<file path="config.mk">
export PLATFORM = sky130hd
export DESIGN_NAME = dac_channel_trigger_wave_control
export DESIGN_NICKNAME = d
export VERILOG_FILES = /design/src/rtl/dac_ctrl_pkg.sv /design/src/rtl/dac_channel_trigger_wave_control.sv
export VERILOG_INCLUDE_DIRS = /design/src /design/src/rtl
export SDC_FILE = /design/constraint.sdc
export NUM_CORES = 1
export LEC_CHECK = 0
export BUFFER_PORTS_ARGS = -buffer_cell sky130_fd_sc_hd__buf_4
export CAP_MARGIN = 20
export CELL_PAD_IN_SITES_DETAIL_PLACEMENT = 1
export CELL_PAD_IN_SITES_GLOBAL_PLACEMENT = 2
export CORE_UTILIZATION = 35
export DETAILED_ROUTE_END_ITERATION = 6
export GPL_ROUTABILITY_DRIVEN = 0
export PLACE_DENSITY_LB_ADDON = 0.1
export SLEW_MARGIN = 15
export SYNTH_ARGS = -nofsm -noshare
export SYNTH_HDL_FRONTEND = slang
export SYNTH_SLANG_ARGS = --single-unit
</file>
<file path="constraint.sdc">
create_clock -name sys_clk -period 5 [get_ports sys_clk]
set_input_delay 0.75 -clock sys_clk [delete_from_list [all_inputs] [get_ports sys_clk]]
set_output_delay 0.75 -clock sys_clk [all_outputs]
set_load 0.01 [all_outputs]
</file>
<file path="src/rtl/dac_ctrl_consts.svh">
// Summary of operation
// - noise mask unmasks lfsr bits n..0
// - triangle amplitude is 2^(n+1)-1, max 4095
// - wave select: 00 off, 01 noise, 1x triangle
// - wave and source used only with trigger enabled
// - source codes 000,010,100,110,111; others reserved
// - trigger off: output follows hold one cycle later
// - hardware trigger: transfer three cycles later from a timer, six from ext line 9
// - software trigger: transfer within one cycle
// - channel enable bit alone enables converter
`ifndef DAC_CTRL_CONSTS_SVH
`define DAC_CTRL_CONSTS_SVH

// ----------------------------------------
// register offsets
// ----------------------------------------
`define OFF_CTRL 8'h00
`define OFF_HOLD 8'h04
`define OFF_SWTRIG 8'h08
`define OFF_OUT 8'h0c
`define OFF_STATUS 8'h10

// ----------------------------------------
// control field positions
// ----------------------------------------
`define POS_EN 0
`define POS_TEN 2
`define POS_TSEL 3
`define POS_WAVE 6
`define POS_MAMP 8
`define CTRL_RESET 32'h0000_0000

// ----------------------------------------
// trigger source codes
// ----------------------------------------
`define TSEL_TIM6 3'h0
`define TSEL_TIM7 3'h2
`define TSEL_TIM2 3'h4
`define TSEL_EXT9 3'h6
`define TSEL_SW 3'h7

// ----------------------------------------
// timing and data
// ----------------------------------------
`define HW_LATENCY 2
`define MAMP_MAX 4'hb
`define DATA_MAX 12'hfff
`define LFSR_SEED 12'haaa
`define LFSR_TAPS 12'h829

`endif

</file>
<file path="src/rtl/dac_ctrl_pkg.sv">
package dac_ctrl_pkg;
    typedef enum logic [2:0] {
        WAVE_OFF = 3'b001,
        WAVE_NOISE = 3'b010,
        WAVE_TRI = 3'b100
    } wave_mode_t;

    typedef enum logic [1:0] {
        TRI_UP = 2'b01,
        TRI_DOWN = 2'b10
    } tri_dir_t;
endpackage
</file>
<file path="src/rtl/dac_channel_trigger_wave_control.sv">
`timescale 1ns/100ps
`default_nettype none
`include "dac_ctrl_consts.svh"

module dac_channel_trigger_wave_control
    import dac_ctrl_pkg::*;
(
    input wire logic sys_clk,
    input wire logic srst,
    input wire logic [7:0] addr,
    input wire logic [31:0] wdata,
    input wire logic wr_stb,
    input wire logic rd_stb,
    output logic [31:0] rdata,
    input wire logic tim6_trigger_out,
    input wire logic tim7_trigger_out,
    input wire logic tim2_trigger_out,
    input wire logic ext_line9,
    output logic [11:0] output_data_reg,
    output logic converter_enable
);

    // ----------------------------------------
    // helpers
    // ----------------------------------------
    // mask for noise equals amplitude limit for triangle
    function automatic logic [11:0] sel_mask(input logic [3:0] sel);
        logic [11:0] m;
        m = 12'h000;
        if (sel >= `MAMP_MAX) begin
            m = `DATA_MAX;
        end else begin
            m = 12'hfff >> (4'hb - sel);
        end
        return m;
    endfunction

    function automatic logic [11:0] sat_add(input logic [11:0] a, input logic [11:0] b);
        logic [12:0] s;
        s = {1'b0, a} + {1'b0, b};
        return s[12] ? `DATA_MAX : s[11:0];
    endfunction

    // ----------------------------------------
    // control register
    // ----------------------------------------
    logic channel_enable;
    logic trigger_enable_ch;
    logic [2:0] trigger_source_sel;
    logic [1:0] wave_gen_sel;
    logic [3:0] mask_amplitude_sel;
    logic [11:0] holding_data_reg;
    logic ctrl_wr;
    logic hold_wr;
    logic sw_wr;

    assign ctrl_wr = wr_stb && (addr == `OFF_CTRL);
    assign hold_wr = wr_stb && (addr == `OFF_HOLD);
    assign sw_wr = wr_stb && (addr == `OFF_SWTRIG) && wdata[0];

    always_ff @(posedge sys_clk) begin
        if (srst) begin
            channel_enable <= 1'b0;
            trigger_enable_ch <= 1'b0;
            trigger_source_sel <= 3'h0;
            wave_gen_sel <= 2'h0;
            mask_amplitude_sel <= 4'h0;
        end else if (ctrl_wr) begin
            channel_enable <= wdata[`POS_EN];
            trigger_enable_ch <= wdata[`POS_TEN];
            trigger_source_sel <= wdata[`POS_TSEL +: 3];
            wave_gen_sel <= wdata[`POS_WAVE +: 2];
            mask_amplitude_sel <= wdata[`POS_MAMP +: 4];
        end
    end

    always_ff @(posedge sys_clk) begin
        if (srst) begin
            holding_data_reg <= 12'h000;
        end else if (hold_wr) begin
            holding_data_reg <= wdata[11:0];
        end
    end

    always_ff @(posedge sys_clk) begin
        if (srst) begin
            converter_enable <= 1'b0;
        end else begin
            converter_enable <= channel_enable;
        end
    end

    // ----------------------------------------
    // trigger inputs
    // ----------------------------------------
    // timer triggers share our clock: edge detect only
    logic tim6_prev;
    logic tim7_prev;
    logic tim2_prev;
    // external line comes from a pin: three flops, agree filter
    logic ext_s1;
    logic ext_s2;
    logic ext_s3;
    logic ext_level;
    logic ext_rise;

    always_ff @(posedge sys_clk) begin
        if (srst) begin
            tim6_prev <= 1'b0;
            tim7_prev <= 1'b0;
            tim2_prev <= 1'b0;
        end else begin
            tim6_prev <= tim6_trigger_out;
            tim7_prev <= tim7_trigger_out;
            tim2_prev <= tim2_trigger_out;
        end
    end

    always_ff @(posedge sys_clk) begin
        if (srst) begin
            ext_s1 <= 1'b0;
            ext_s2 <= 1'b0;
            ext_s3 <= 1'b0;
            ext_level <= 1'b0;
        end else begin
            ext_s1 <= ext_line9;
            ext_s2 <= ext_s1;
            ext_s3 <= ext_s2;
            if (ext_s2 == ext_s3) begin
                ext_level <= ext_s3;
            end
        end
    end

    assign ext_rise = (ext_s2 == ext_s3) && ext_s3 && !ext_level;

    // ----------------------------------------
    // trigger selection
    // ----------------------------------------
    logic hw_fire;
    logic sw_fire;
    logic [`HW_LATENCY-1:0] hw_pipe;

    // rising edges only, so a long trigger level fires once
    always_comb begin
        hw_fire = 1'b0;
        if (trigger_enable_ch) begin
            case (trigger_source_sel)
                `TSEL_TIM6: hw_fire = tim6_trigger_out && !tim6_prev;
                `TSEL_TIM7: hw_fire = tim7_trigger_out && !tim7_prev;
                `TSEL_TIM2: hw_fire = tim2_trigger_out && !tim2_prev;
                `TSEL_EXT9: hw_fire = ext_rise;
                default: hw_fire = 1'b0;
            endcase
        end
    end

    assign sw_fire = sw_wr && trigger_enable_ch && (trigger_source_sel == `TSEL_SW);

    always_ff @(posedge sys_clk) begin
        if (srst) begin
            hw_pipe <= '0;
        end else begin
            hw_pipe <= {hw_pipe[`HW_LATENCY-2:0], hw_fire};
        end
    end

    // ----------------------------------------
    // untriggered transfer
    // ----------------------------------------
    logic hold_pend;

    always_ff @(posedge sys_clk) begin
        if (srst) begin
            hold_pend <= 1'b0;
        end else begin
            hold_pend <= hold_wr && !trigger_enable_ch;
        end
    end

    // ----------------------------------------
    // wave generation
    // ----------------------------------------
    wave_mode_t wave_mode;
    tri_dir_t tri_dir;
    logic [11:0] lfsr;
    logic [11:0] tri_cnt;
    logic [11:0] wave_val;
    logic [11:0] limit;
    logic trig_load;
    logic load_now;

    always_comb begin
        if (!trigger_enable_ch) begin
            wave_mode = WAVE_OFF;
        end else if (wave_gen_sel[1]) begin
            wave_mode = WAVE_TRI;
        end else if (wave_gen_sel[0]) begin
            wave_mode = WAVE_NOISE;
        end else begin
            wave_mode = WAVE_OFF;
        end
    end

    assign limit = sel_mask(mask_amplitude_sel);
    assign trig_load = trigger_enable_ch && (hw_pipe[`HW_LATENCY-1] || sw_fire);
    assign load_now = trig_load || (hold_pend && !trigger_enable_ch);

    always_comb begin
        case (wave_mode)
            WAVE_NOISE: wave_val = lfsr & limit;
            WAVE_TRI: wave_val = tri_cnt;
            default: wave_val = 12'h000;
        endcase
    end

    // generators step once per accepted trigger
    always_ff @(posedge sys_clk) begin
        if (srst) begin
            lfsr <= `LFSR_SEED;
        end else if (trig_load && wave_mode == WAVE_NOISE) begin
            lfsr <= {lfsr[10:0], ^(lfsr & `LFSR_TAPS)};
        end
    end

    always_ff @(posedge sys_clk) begin
        if (srst) begin
            tri_cnt <= 12'h000;
            tri_dir <= TRI_UP;
        end else if (trig_load && wave_mode == WAVE_TRI) begin
            case (tri_dir)
                TRI_UP: begin
                    if (tri_cnt >= limit) begin
                        tri_dir <= TRI_DOWN;
                        tri_cnt <= tri_cnt - 12'h001;
                    end else begin
                        tri_cnt <= tri_cnt + 12'h001;
                    end
                end
                TRI_DOWN: begin
                    if (tri_cnt == 12'h000) begin
                        tri_dir <= TRI_UP;
                        tri_cnt <= 12'h001;
                    end else begin
                        tri_cnt <= tri_cnt - 12'h001;
                    end
                end
                default: begin
                    tri_dir <= TRI_UP;
                    tri_cnt <= 12'h000;
                end
            endcase
        end
    end

    // ----------------------------------------
    // output data register
    // ----------------------------------------
    // sum saturates rather than wrapping, so no sudden jumps
    always_ff @(posedge sys_clk) begin
        if (srst) begin
            output_data_reg <= 12'h000;
        end else if (load_now) begin
            output_data_reg <= sat_add(holding_data_reg, wave_val);
        end
    end

    // ----------------------------------------
    // register read
    // ----------------------------------------
    always_ff @(posedge sys_clk) begin
        if (srst) begin
            rdata <= 32'h0000_0000;
        end else if (rd_stb) begin
            case (addr)
                `OFF_CTRL: rdata <= {20'h00000, mask_amplitude_sel, wave_gen_sel,
                                     trigger_source_sel, trigger_enable_ch, 1'b0,
                                     channel_enable};
                `OFF_HOLD: rdata <= {20'h00000, holding_data_reg};
                `OFF_OUT: rdata <= {20'h00000, output_data_reg};
                `OFF_STATUS: rdata <= {28'h0000000, tri_dir == TRI_DOWN, hold_pend,
                                       |hw_pipe, converter_enable};
                default: rdata <= 32'h0000_0000;
            endcase
        end else begin
            rdata <= 32'h0000_0000;
        end
    end

endmodule
`default_nettype wire

</file>
==> impl_metrics.tcl, run 1 <==
set metrics [dict create \
    worstPathArrival_ps 4420 \
    grt_start_max_net_pins 67 \
    nets 770 \
    outcome "complete, no violations" \
    fp-row-count 44 \
    synth_top_area_share_pct 32.00 \
    drt-total-wl_um 15140 \
    synth_top_flop_cell "dfxtp_1" \
    synth_top_cell_by_area "dfxtp_1" \
    via_count 4769 \
    die_h_um 124.5 \
    synth_edf_count 0 \
    leakage_nw 2.500 \
    criticalPathCategory "reg -> reg" \
    cts_made_buffers 9 \
    clock.fmax_ghz 0.2365 \
    wl_per_cell_um 17.27 \
    hold_viol 0 \
    setup_viol_count_final 0 \
    startpoint_type "flip-flop" \
    io_pins 93 \
    clk_pin_slew_ps 70 \
    crit_chain "inv_1 -> ha_1 -> nand3_1 -> o21ai_1 -> nor2_1 -> inv_1 -> a21oi_1 -> o21ai_0 -> fa_1 -> a211oi_1 -> nor2_1 -> o21a_1 -> o21a_1 -> o31ai_1 -> and4b_1 -> a211oi_1" \
    finalClockSkew_ps 7.347 \
    cts_max_path_buffers 2 \
    netlist_instances 664 \
    worst_pin_slew_ps 902.4 \
    ant_nets 0 \
    drcViolationCount 0 \
    postCtsSetupBuffers 0 \
    hp-class "reg -> reg" \
    vias_per_cell 5.438 \
    maxSlewViolCount 0 \
    crit_path_top_delay_cell "fa_1" \
    rsz0062_at_grt "no" \
    die_w_um 124.5 \
    ctsResizeCount 0 \
    drt_first_iter_violations 189 \
    cellPowerDensity_nw_per_um2 246.9 \
    synth.distinct_cells 65 \
    crit_path_max_incr_delay_ps 510 \
    start_util_pct 36.02 \
    crit_fanout 12 \
    ys_ff_latch 84 \
    cts_hold_buf 0 \
    cp_top_family "compound AO/OA/AOI/OAI gates" \
    max-cap-violations 0 \
    tns_ps 0 \
    drive_above_1_share_pct 11.69 \
    antenna_cells 0 \
    irDropWorstVdd_v 0.0001694 \
    clk_latency_ps 340 \
    antenna_found_initial 0 \
    first_pass_iters 4 \
    syn_to_final_growth_pct 13.43 \
    cts.sinks 84 \
    htree_num_levels 3 \
    yosysSeqAreaShare_pct 32.00 \
    coreArea_um2 14590 \
    io_buffers 52 \
    cts_tree "done" \
    dieArea_um2 15510 \
    hpwl_um 11580 \
    grt_pass1_vias 4806 \
    period_minus_slack_ps 4228 \
    cp.buffers_inverters 2 \
    grt_usage_pct 19.93 \
    grt-ovfl-total 0 \
    async_flop_share_pct 0 \
    fillers 1777 \
    slew_headroom_pct 39.20 \
    synth_warnings 0 \
    syn-cell-area_um2 5255 \
    period_share_pct 84.56 \
    fin_util_pct 40.86 \
    synth_area_per_cell_um2 7.914 \
    grt_pass1_wl_um 24780 \
    synth_area_leaders "dfxtp_1 (32%), ha_1 (7.9%), nor2_1 (6.1%)" \
    worst_setup_path_end_kind "flip-flop" \
    cp.required_ps 5190 \
    cts-root-buf "clkbuf_16" \
]
layout make-up:
cell class,count,area (um2),area share (%)
clock inverters,5,58.81,0.9866
multi-input cells,516,3242,54.39
inverters,22,82.58,1.385
well taps,184,230.2,3.862
flip-flops and latches,84,1682,28.21
repair buffers,55,412.9,6.927
clock buffers,11,252.7,4.240
through the flow:
stage / worst slack, ps / hold slack [ps] / instance area (um2) / power, mW / std cells
after floorplan: 1644 / 413.8 / 5326 / 0.7579 / 683
after global placement: 840.9 / 417.4 / 5649 / 0.7775 / 861
after detailed placement: 728.2 / 442.1 / 5649 / 0.7794 / 861
after CTS: 705.5 / 457.9 / 5961 / 1.496 / 877
after global routing: 438.1 / 463.9 / 5961 / 1.530 / 877
final: 772.2 / 451.1 / 5961 / 1.472 / 877
power breakdown:
group	total (mW)	internal, mW	leakage (nW)	switching, mW
clock network	0.708	0.416	0.148	0.292
logic	0.0881	0.0340	1.67	0.0541
registers	0.676	0.672	0.678	0.00334
cell usage in the layout (no fill, tap or decap), types with 14 or more instances in the layout:
master     n
conb_1    20
dfxtp_1   84
inv_1     21
nand3_1   14
nand2_1   65
buf_4     55
mux2i_1   30
ha_1      33
a21oi_1   50
o21ai_0   32
a211oi_1  17
nor2b_1   15
nor2_1    86
cell families after synthesis:
| group | Yosys count | share of synthesized area (%) |
|---|---|---|
| and+or+nand+nor | 252 | 23.33 |
| xor gates and xnor gates | 18 | 3.000 |
| adders and majority gates | 34 | 8.238 |
| DFF | 84 | 32.00 |
| buffers and inverters | 83 | 7.667 |
| other | 1 | 0.07136 |
| muxes | 32 | 6.143 |
| AOI/OAI and AO/OA | 160 | 19.55 |
path summary, 6_finish.rpt:
path	slack, ps	endpoint	depth (start not counted)	startpoint
hold reg to reg	450	ext_s2	1	ext_s1
setup / recovery	770	output_data_reg[0]	16	mask_amplitude_sel[2]
setup reg to reg	770	output_data_reg[0]	16	mask_amplitude_sel[2]
hold / removal	450	ext_s2	1	ext_s1
per-layer routing:
layer	wire length, um	global-route usage, %	part of all wire (%)	vias up
met4	134	5.103	0.88	0
met5	0	0	0	-
met2	7481	35.23	49	69
met3	403	3.351	2.7	10
li1	-	-	-	2370
met1	7123	24.87	47	2320
worst reg2reg max path, delay by kind of cell, from the launching register on:
| kind | cells | cell delay, ps |
|---|---|---|
| flops | 1 | 480 |
| compound gates | 8 | 1680 |
| fa+ha+maj | 2 | 780 |
| simple gates | 4 | 870 |
| buf+inv | 2 | 280 |
Yosys cell counts (14+ instances only):
library cell  count
clkbuf_1         28
dfxtp_1          84
nand2_1          65
nand3_1          14
ha_1             33
a21oi_1          50
buf_4            20
o21ai_0          32
a211oi_1         17
inv_1            21
mux2i_1          30
nor2b_1          15
nor2_1           86
Power figures use the tool's default switching activity.
==> inputs of run 2 (changes only) <==
--- a/config.mk
+++ b/config.mk
@@ -10,7 +10,7 @@
 export CAP_MARGIN = 20
 export CELL_PAD_IN_SITES_DETAIL_PLACEMENT = 1
 export CELL_PAD_IN_SITES_GLOBAL_PLACEMENT = 2
-export CORE_UTILIZATION = 35
+export CORE_UTILIZATION = 30
 export DETAILED_ROUTE_END_ITERATION = 6
 export GPL_ROUTABILITY_DRIVEN = 0
 export PLACE_DENSITY_LB_ADDON = 0.1
==> constraint.sdc (replaced) <==
create_clock -name sys_clk -period 3.63 [get_ports sys_clk]
set_input_delay 0.5445 -clock sys_clk [delete_from_list [all_inputs] [get_ports sys_clk]]
set_output_delay 0.5445 -clock sys_clk [all_outputs]
set_load 0.01 [all_outputs]
==> run 2 against run 1 <==
  * Maximum frequency up 26%
  * Clock power rose by 44%
  * Sequential power up 38%
  * Highest routed layer unchanged
  * Register-to-register slack worse by 500 ps
==> impl_metrics.tcl, run 2 (synthesis gave the netlist of run 1 again) <==
set metrics [dict create \
    rr_startpoint "mask_amplitude_sel[2]" \
    clock.fmax_ghz 0.2980 \
    critPathLaunch "mask_amplitude_sel[2]" \
    postCtsSetupBuffers 0 \
    cts_made_buffers 9 \
    start_util_pct 30.59 \
    irDropWorstVdd_v 0.0002297 \
    crit_chain "inv_1 -> ha_1 -> nand3_1 -> o211ai_1 -> a32o_1 -> ha_1 -> fa_2 -> a211oi_2 -> nor2_1 -> o21a_1 -> o21a_1 -> o31ai_1 -> and4b_1 -> buf_12 -> a211oi_1" \
    crit_path_max_incr_delay_ps 360 \
    dpl_worst_slack_ps 57.06 \
    cts-root-buf "clkbuf_16" \
    cts_tree "done" \
    grt_pass1_wl_um 25990 \
    worst_pin_slew_ps 758.8 \
    final_cell_mix "nor2_1 (86), dfxtp_1 (84), buf_4 (82)" \
    period_share_pct 92.44 \
    first_pass_iters 4 \
    whs_ps 411.7 \
    tns_ps 0 \
    htree_num_levels 3 \
    slew_headroom_pct 48.86 \
    drive_above_1_share_pct 15.67 \
    drt-total-wl_um 16190 \
    startpoint_type "flip-flop" \
    io_pins 93 \
    cellPowerDensity_nw_per_um2 331.0 \
    hold_viol 0 \
    grt-ovfl-total 0 \
    crit_fanout 12 \
    coreArea_um2 17180 \
    leakage_nw 2.657 \
    drcViolationCount 0 \
    dieArea_um2 18050 \
    fp-row-count 48 \
    worst_setup_path_end_kind "flip-flop" \
    syn_to_final_growth_pct 19.10 \
    max-cap-violations 0 \
    r2r-end "output_data_reg[6]" \
    crit_path_end "output_data_reg[6]" \
    antenna_found_initial 0 \
    hpwl_um 12600 \
    die_h_um 134.4 \
    cp.required_ps 3820 \
    reg2reg_setup_slack_ps 270 \
    grt_pass1_vias 4927 \
    die_w_um 134.4 \
    clk_latency_ps 350 \
    nets 798 \
    crit_path_top_delay_cell "fa_2" \
    grt_usage_pct 18.41 \
    drt_first_iter_violations 163 \
    worstPathArrival_ps 3550 \
    final_common_cell "nor2_1" \
    criticalPathCategory "reg -> reg" \
    rsz0062_at_grt "no" \
    wl_per_cell_um 17.11 \
    reg2reg_depth 15 \
    finalClockSkew_ps 4.927 \
    via_count 4858 \
    io_buffers 52 \
    setup_viol_count_final 0 \
    clk_pin_slew_ps 70 \
    ant_nets 0 \
    period_minus_slack_ps 3356 \
    antenna_cells 0 \
    hp-class "in -> reg" \
    vias_per_cell 5.135 \
    cts_max_path_buffers 2 \
    maxSlewViolCount 0 \
    cts.sinks 84 \
    grt_start_max_net_pins 67 \
    setup_slack_ps 274.5 \
    outcome "complete, no violations" \
]
[run 2: cell count changes in the layout (fill, tap and decap cells not counted), sizes merged]
cell      before  now
clkbuf        11   10
bufinv         1    2
clkinvlp       2    0
buf           55   83
clkinv         2    4
[run 2: cell type report]
| class | instances | area [um2] |
|---|---|---|
| Clock inverter | 6 | 87.58 |
| Clock buffer | 10 | 229.0 |
| Tap cell | 225 | 281.5 |
| Fill cell | 2092 | 10920 |
| Multi-Input combinational cell | 516 | 3261 |
| Sequential cell | 84 | 1682 |
| Inverter | 22 | 82.58 |
| Timing Repair Buffer | 83 | 635.6 |
[run 2: worst min path at each step]
stage,slack (ps),cells after the start,endpoint,start
finish,410,2,ext_s1,ext_line9
global route,410,2,ext_s1,ext_line9
CTS,400,2,ext_s1,ext_line9
detailed placement,430,1,ext_s2,ext_s1
global placement,420,1,ext_s2,ext_s1
floorplan,410,1,ext_s2,ext_s1
[run 2: per-stage QoR]
stage          instance area (um2)  std cells  utilization [%]  total power [mW]
5_1_grt                       6259        946            36.44             2.150
4_1_cts                       6240        946            36.33             2.107
3_3_place_gp                  5923        930            34.48             1.075
6_report                      6259        946            36.44             2.071
3_5_place_dp                  5923        930            34.48             1.077
2_1_floorplan                 5326        683                -             1.044
[run 2: what timing repair did]
action,in CTS,in global routing
hold buffers,0,0
gates resized for setup,0,7
endpoints found under the setup margin,0,12
[run 2: report_power, final]
group	switching (mW)	internal [mW]	leakage, nW
combinational	0.0752	0.0494	1.82
clock	0.411	0.605	0.157
sequential	0.00500	0.926	0.678
total	0.491	1.58	2.66
[run 2: layer usage]
layer,GRT usage (%),part of all wire [%],vias up
met5,0,0,-
met4,5.056,1.5,0
met3,3.288,2.6,16
met2,32.44,49,59
met1,22.86,47,2353
li1,-,-,2430
[run 2: worst max-delay path, delay by kind of cell, from the launching register on]
kind / cells / cell delay, ps
AO/OA/AOI/OAI: 7 / 1360
adder cells (fa/ha/maj): 3 / 810
buffers and inverters: 2 / 220
flip-flops: 1 / 340
AND/OR/NAND/NOR: 3 / 470
==> inputs of run 3 (changes only) <==
--- a/config.mk
+++ b/config.mk
@@ -8,9 +8,9 @@
 export LEC_CHECK = 0
 export BUFFER_PORTS_ARGS = -buffer_cell sky130_fd_sc_hd__buf_4
 export CAP_MARGIN = 20
-export CELL_PAD_IN_SITES_DETAIL_PLACEMENT = 1
-export CELL_PAD_IN_SITES_GLOBAL_PLACEMENT = 2
-export CORE_UTILIZATION = 30
+export CELL_PAD_IN_SITES_DETAIL_PLACEMENT = 0
+export CELL_PAD_IN_SITES_GLOBAL_PLACEMENT = 1
+export CORE_UTILIZATION = 38
 export DETAILED_ROUTE_END_ITERATION = 6
 export GPL_ROUTABILITY_DRIVEN = 0
 export PLACE_DENSITY_LB_ADDON = 0.1
==> run 3 against run 2 <==
  * Maximum frequency is 1.5% lower
  * Cell count is 6.7% lower
  * Hold slack hardly changed
  * Largest cell class unchanged
  * Highest routed layer unchanged
  * Global-route usage is 2.9 points higher
  * Sequential cell count stayed put
  * Via count is 2.4% lower
  * Register-to-register slack worse by 50 ps
==> impl_metrics.tcl, run 3 (synthesis gave the netlist of run 1 again) <==
set metrics [dict create \
    ctsResizeCount 0 \
    tns_ps 0 \
    hpwl_um 11300 \
    startpoint_type "flip-flop" \
    outcome "complete, no violations" \
    cts-root-buf "clkbuf_16" \
    worst_pin_slew_ps 832.0 \
    start_util_pct 39.37 \
    finalClockSkew_ps 11.52 \
    clk_pin_slew_ps 70 \
    rsz0062_at_grt "no" \
    crit_fanout 6 \
    cellPowerDensity_nw_per_um2 330.2 \
    vias_per_cell 5.367 \
    clock.fmax_ghz 0.2936 \
    setup_viol_count_final 0 \
    cts_tree "done" \
    grt-ovfl-total 0 \
    irDropWorstVdd_v 0.0002983 \
    cts_hold_buf 0 \
    die_w_um 119.6 \
    drcViolationCount 0 \
    final_cell_mix "nor2_1 (86), dfxtp_1 (84), buf_4 (69)" \
    coreArea_um2 13350 \
    io_pins 93 \
    cts_max_path_buffers 2 \
    postCtsSetupBuffers 0 \
    leakage_nw 2.571 \
    syn_to_final_growth_pct 15.60 \
    antenna_cells 0 \
    criticalPathCategory "reg -> reg" \
    grt_pass1_wl_um 24030 \
    met1_length_um 6972 \
    drive_above_1_share_pct 14.43 \
    grt_pass1_vias 4582 \
    fillers 1389 \
    ant_nets 0 \
    clk_latency_ps 350 \
    grt_start_max_net_pins 67 \
    dieArea_um2 14300 \
    wl_per_cell_um 16.83 \
    hp-class "in -> reg" \
    drt-total-wl_um 14860 \
    fin_util_pct 45.51 \
    io_buffers 52 \
    via_count 4739 \
    htree_num_levels 3 \
    slew_headroom_pct 43.95 \
    grt_usage_pct 21.35 \
    worstPathArrival_ps 3670 \
    drt_first_iter_violations 214 \
    nets 784 \
    period_share_pct 93.84 \
    dr_wl_met2_um 7094 \
    worst_setup_path_end_kind "flip-flop" \
    cts.sinks 84 \
    fp-row-count 42 \
    cp.required_ps 3890 \
    cts_made_buffers 9 \
    met3_length_um 545 \
    hold_viol 0 \
    routed.top_layer "met4" \
    max-cap-violations 0 \
    maxSlewViolCount 0 \
    first_pass_iters 4 \
    period_minus_slack_ps 3406 \
    die_h_um 119.6 \
    final_common_cell "nor2_1" \
    antenna_found_initial 0 \
]
[run 3: stage by stage]
step	hold WS, ps	std cells	area (um2)	worst slack [ps]	total power, mW
finish	412.0	883	6075	223.5	2.006
global route	401.0	883	6075	31.49	2.065
CTS	402.9	883	6050	9.425	2.025
detailed placement	437.8	867	5744	48.14	1.071
global placement	420.0	867	5744	126.5	1.070
floorplan	413.8	683	5326	274.0	1.044
[run 3: path summary, 6_finish.rpt]
kind | start | endpoint | slack, ps | depth (start not counted)
worst max register to register | mask_amplitude_sel[2] | output_data_reg[10] | 220 | 14
worst min register to register | ext_s1 | ext_s2 | 450 | 1
worst max-delay path | mask_amplitude_sel[2] | output_data_reg[10] | 220 | 14
worst min-delay path | ext_line9 | ext_s1 | 410 | 2
[run 3: power by group]
| part | total, mW | switching (mW) | internal, mW | leakage, nW |
|---|---|---|---|---|
| sequential | 0.931 | 0.00457 | 0.926 | 0.678 |
| combinational | 0.121 | 0.0726 | 0.0480 | 1.75 |
| clock | 0.954 | 0.412 | 0.542 | 0.143 |
[run 3: worst max-delay path, cell delays in order, from the launching register on]
cell and delay (ps):
dfxtp_1 360, inv_2 90, ha_1 230, nand3_1 110, o211ai_1 170, a32o_1 330
ha_1 220, fa_2 380, a211oi_2 230, nor2_1 90, or3b_2 460, a21o_1 170
a21oi_1 170, xor2_1 80, a211oi_1 220
[run 3: per-layer routing]
| layer | up-vias | global-route usage [%] |
|---|---|---|
| met1 | 2230 | 27.27 |
| met5 | - | 0 |
| met2 | 92 | 36.34 |
| met4 | 0 | 6.328 |
| met3 | 17 | 3.992 |
| li1 | 2400 | - |
[run 3: final cells by class]
cell class / count / area (um2) / area share [%]
multi-input combinational: 516 / 3267 / 53.78
sequential: 84 / 1682 / 27.68
timing repair buffer: 69 / 518.0 / 8.527
clock buffer: 9 / 225.2 / 3.708
tap: 176 / 220.2 / 3.625
inverter: 22 / 82.58 / 1.359
clock inverter: 7 / 80.08 / 1.318
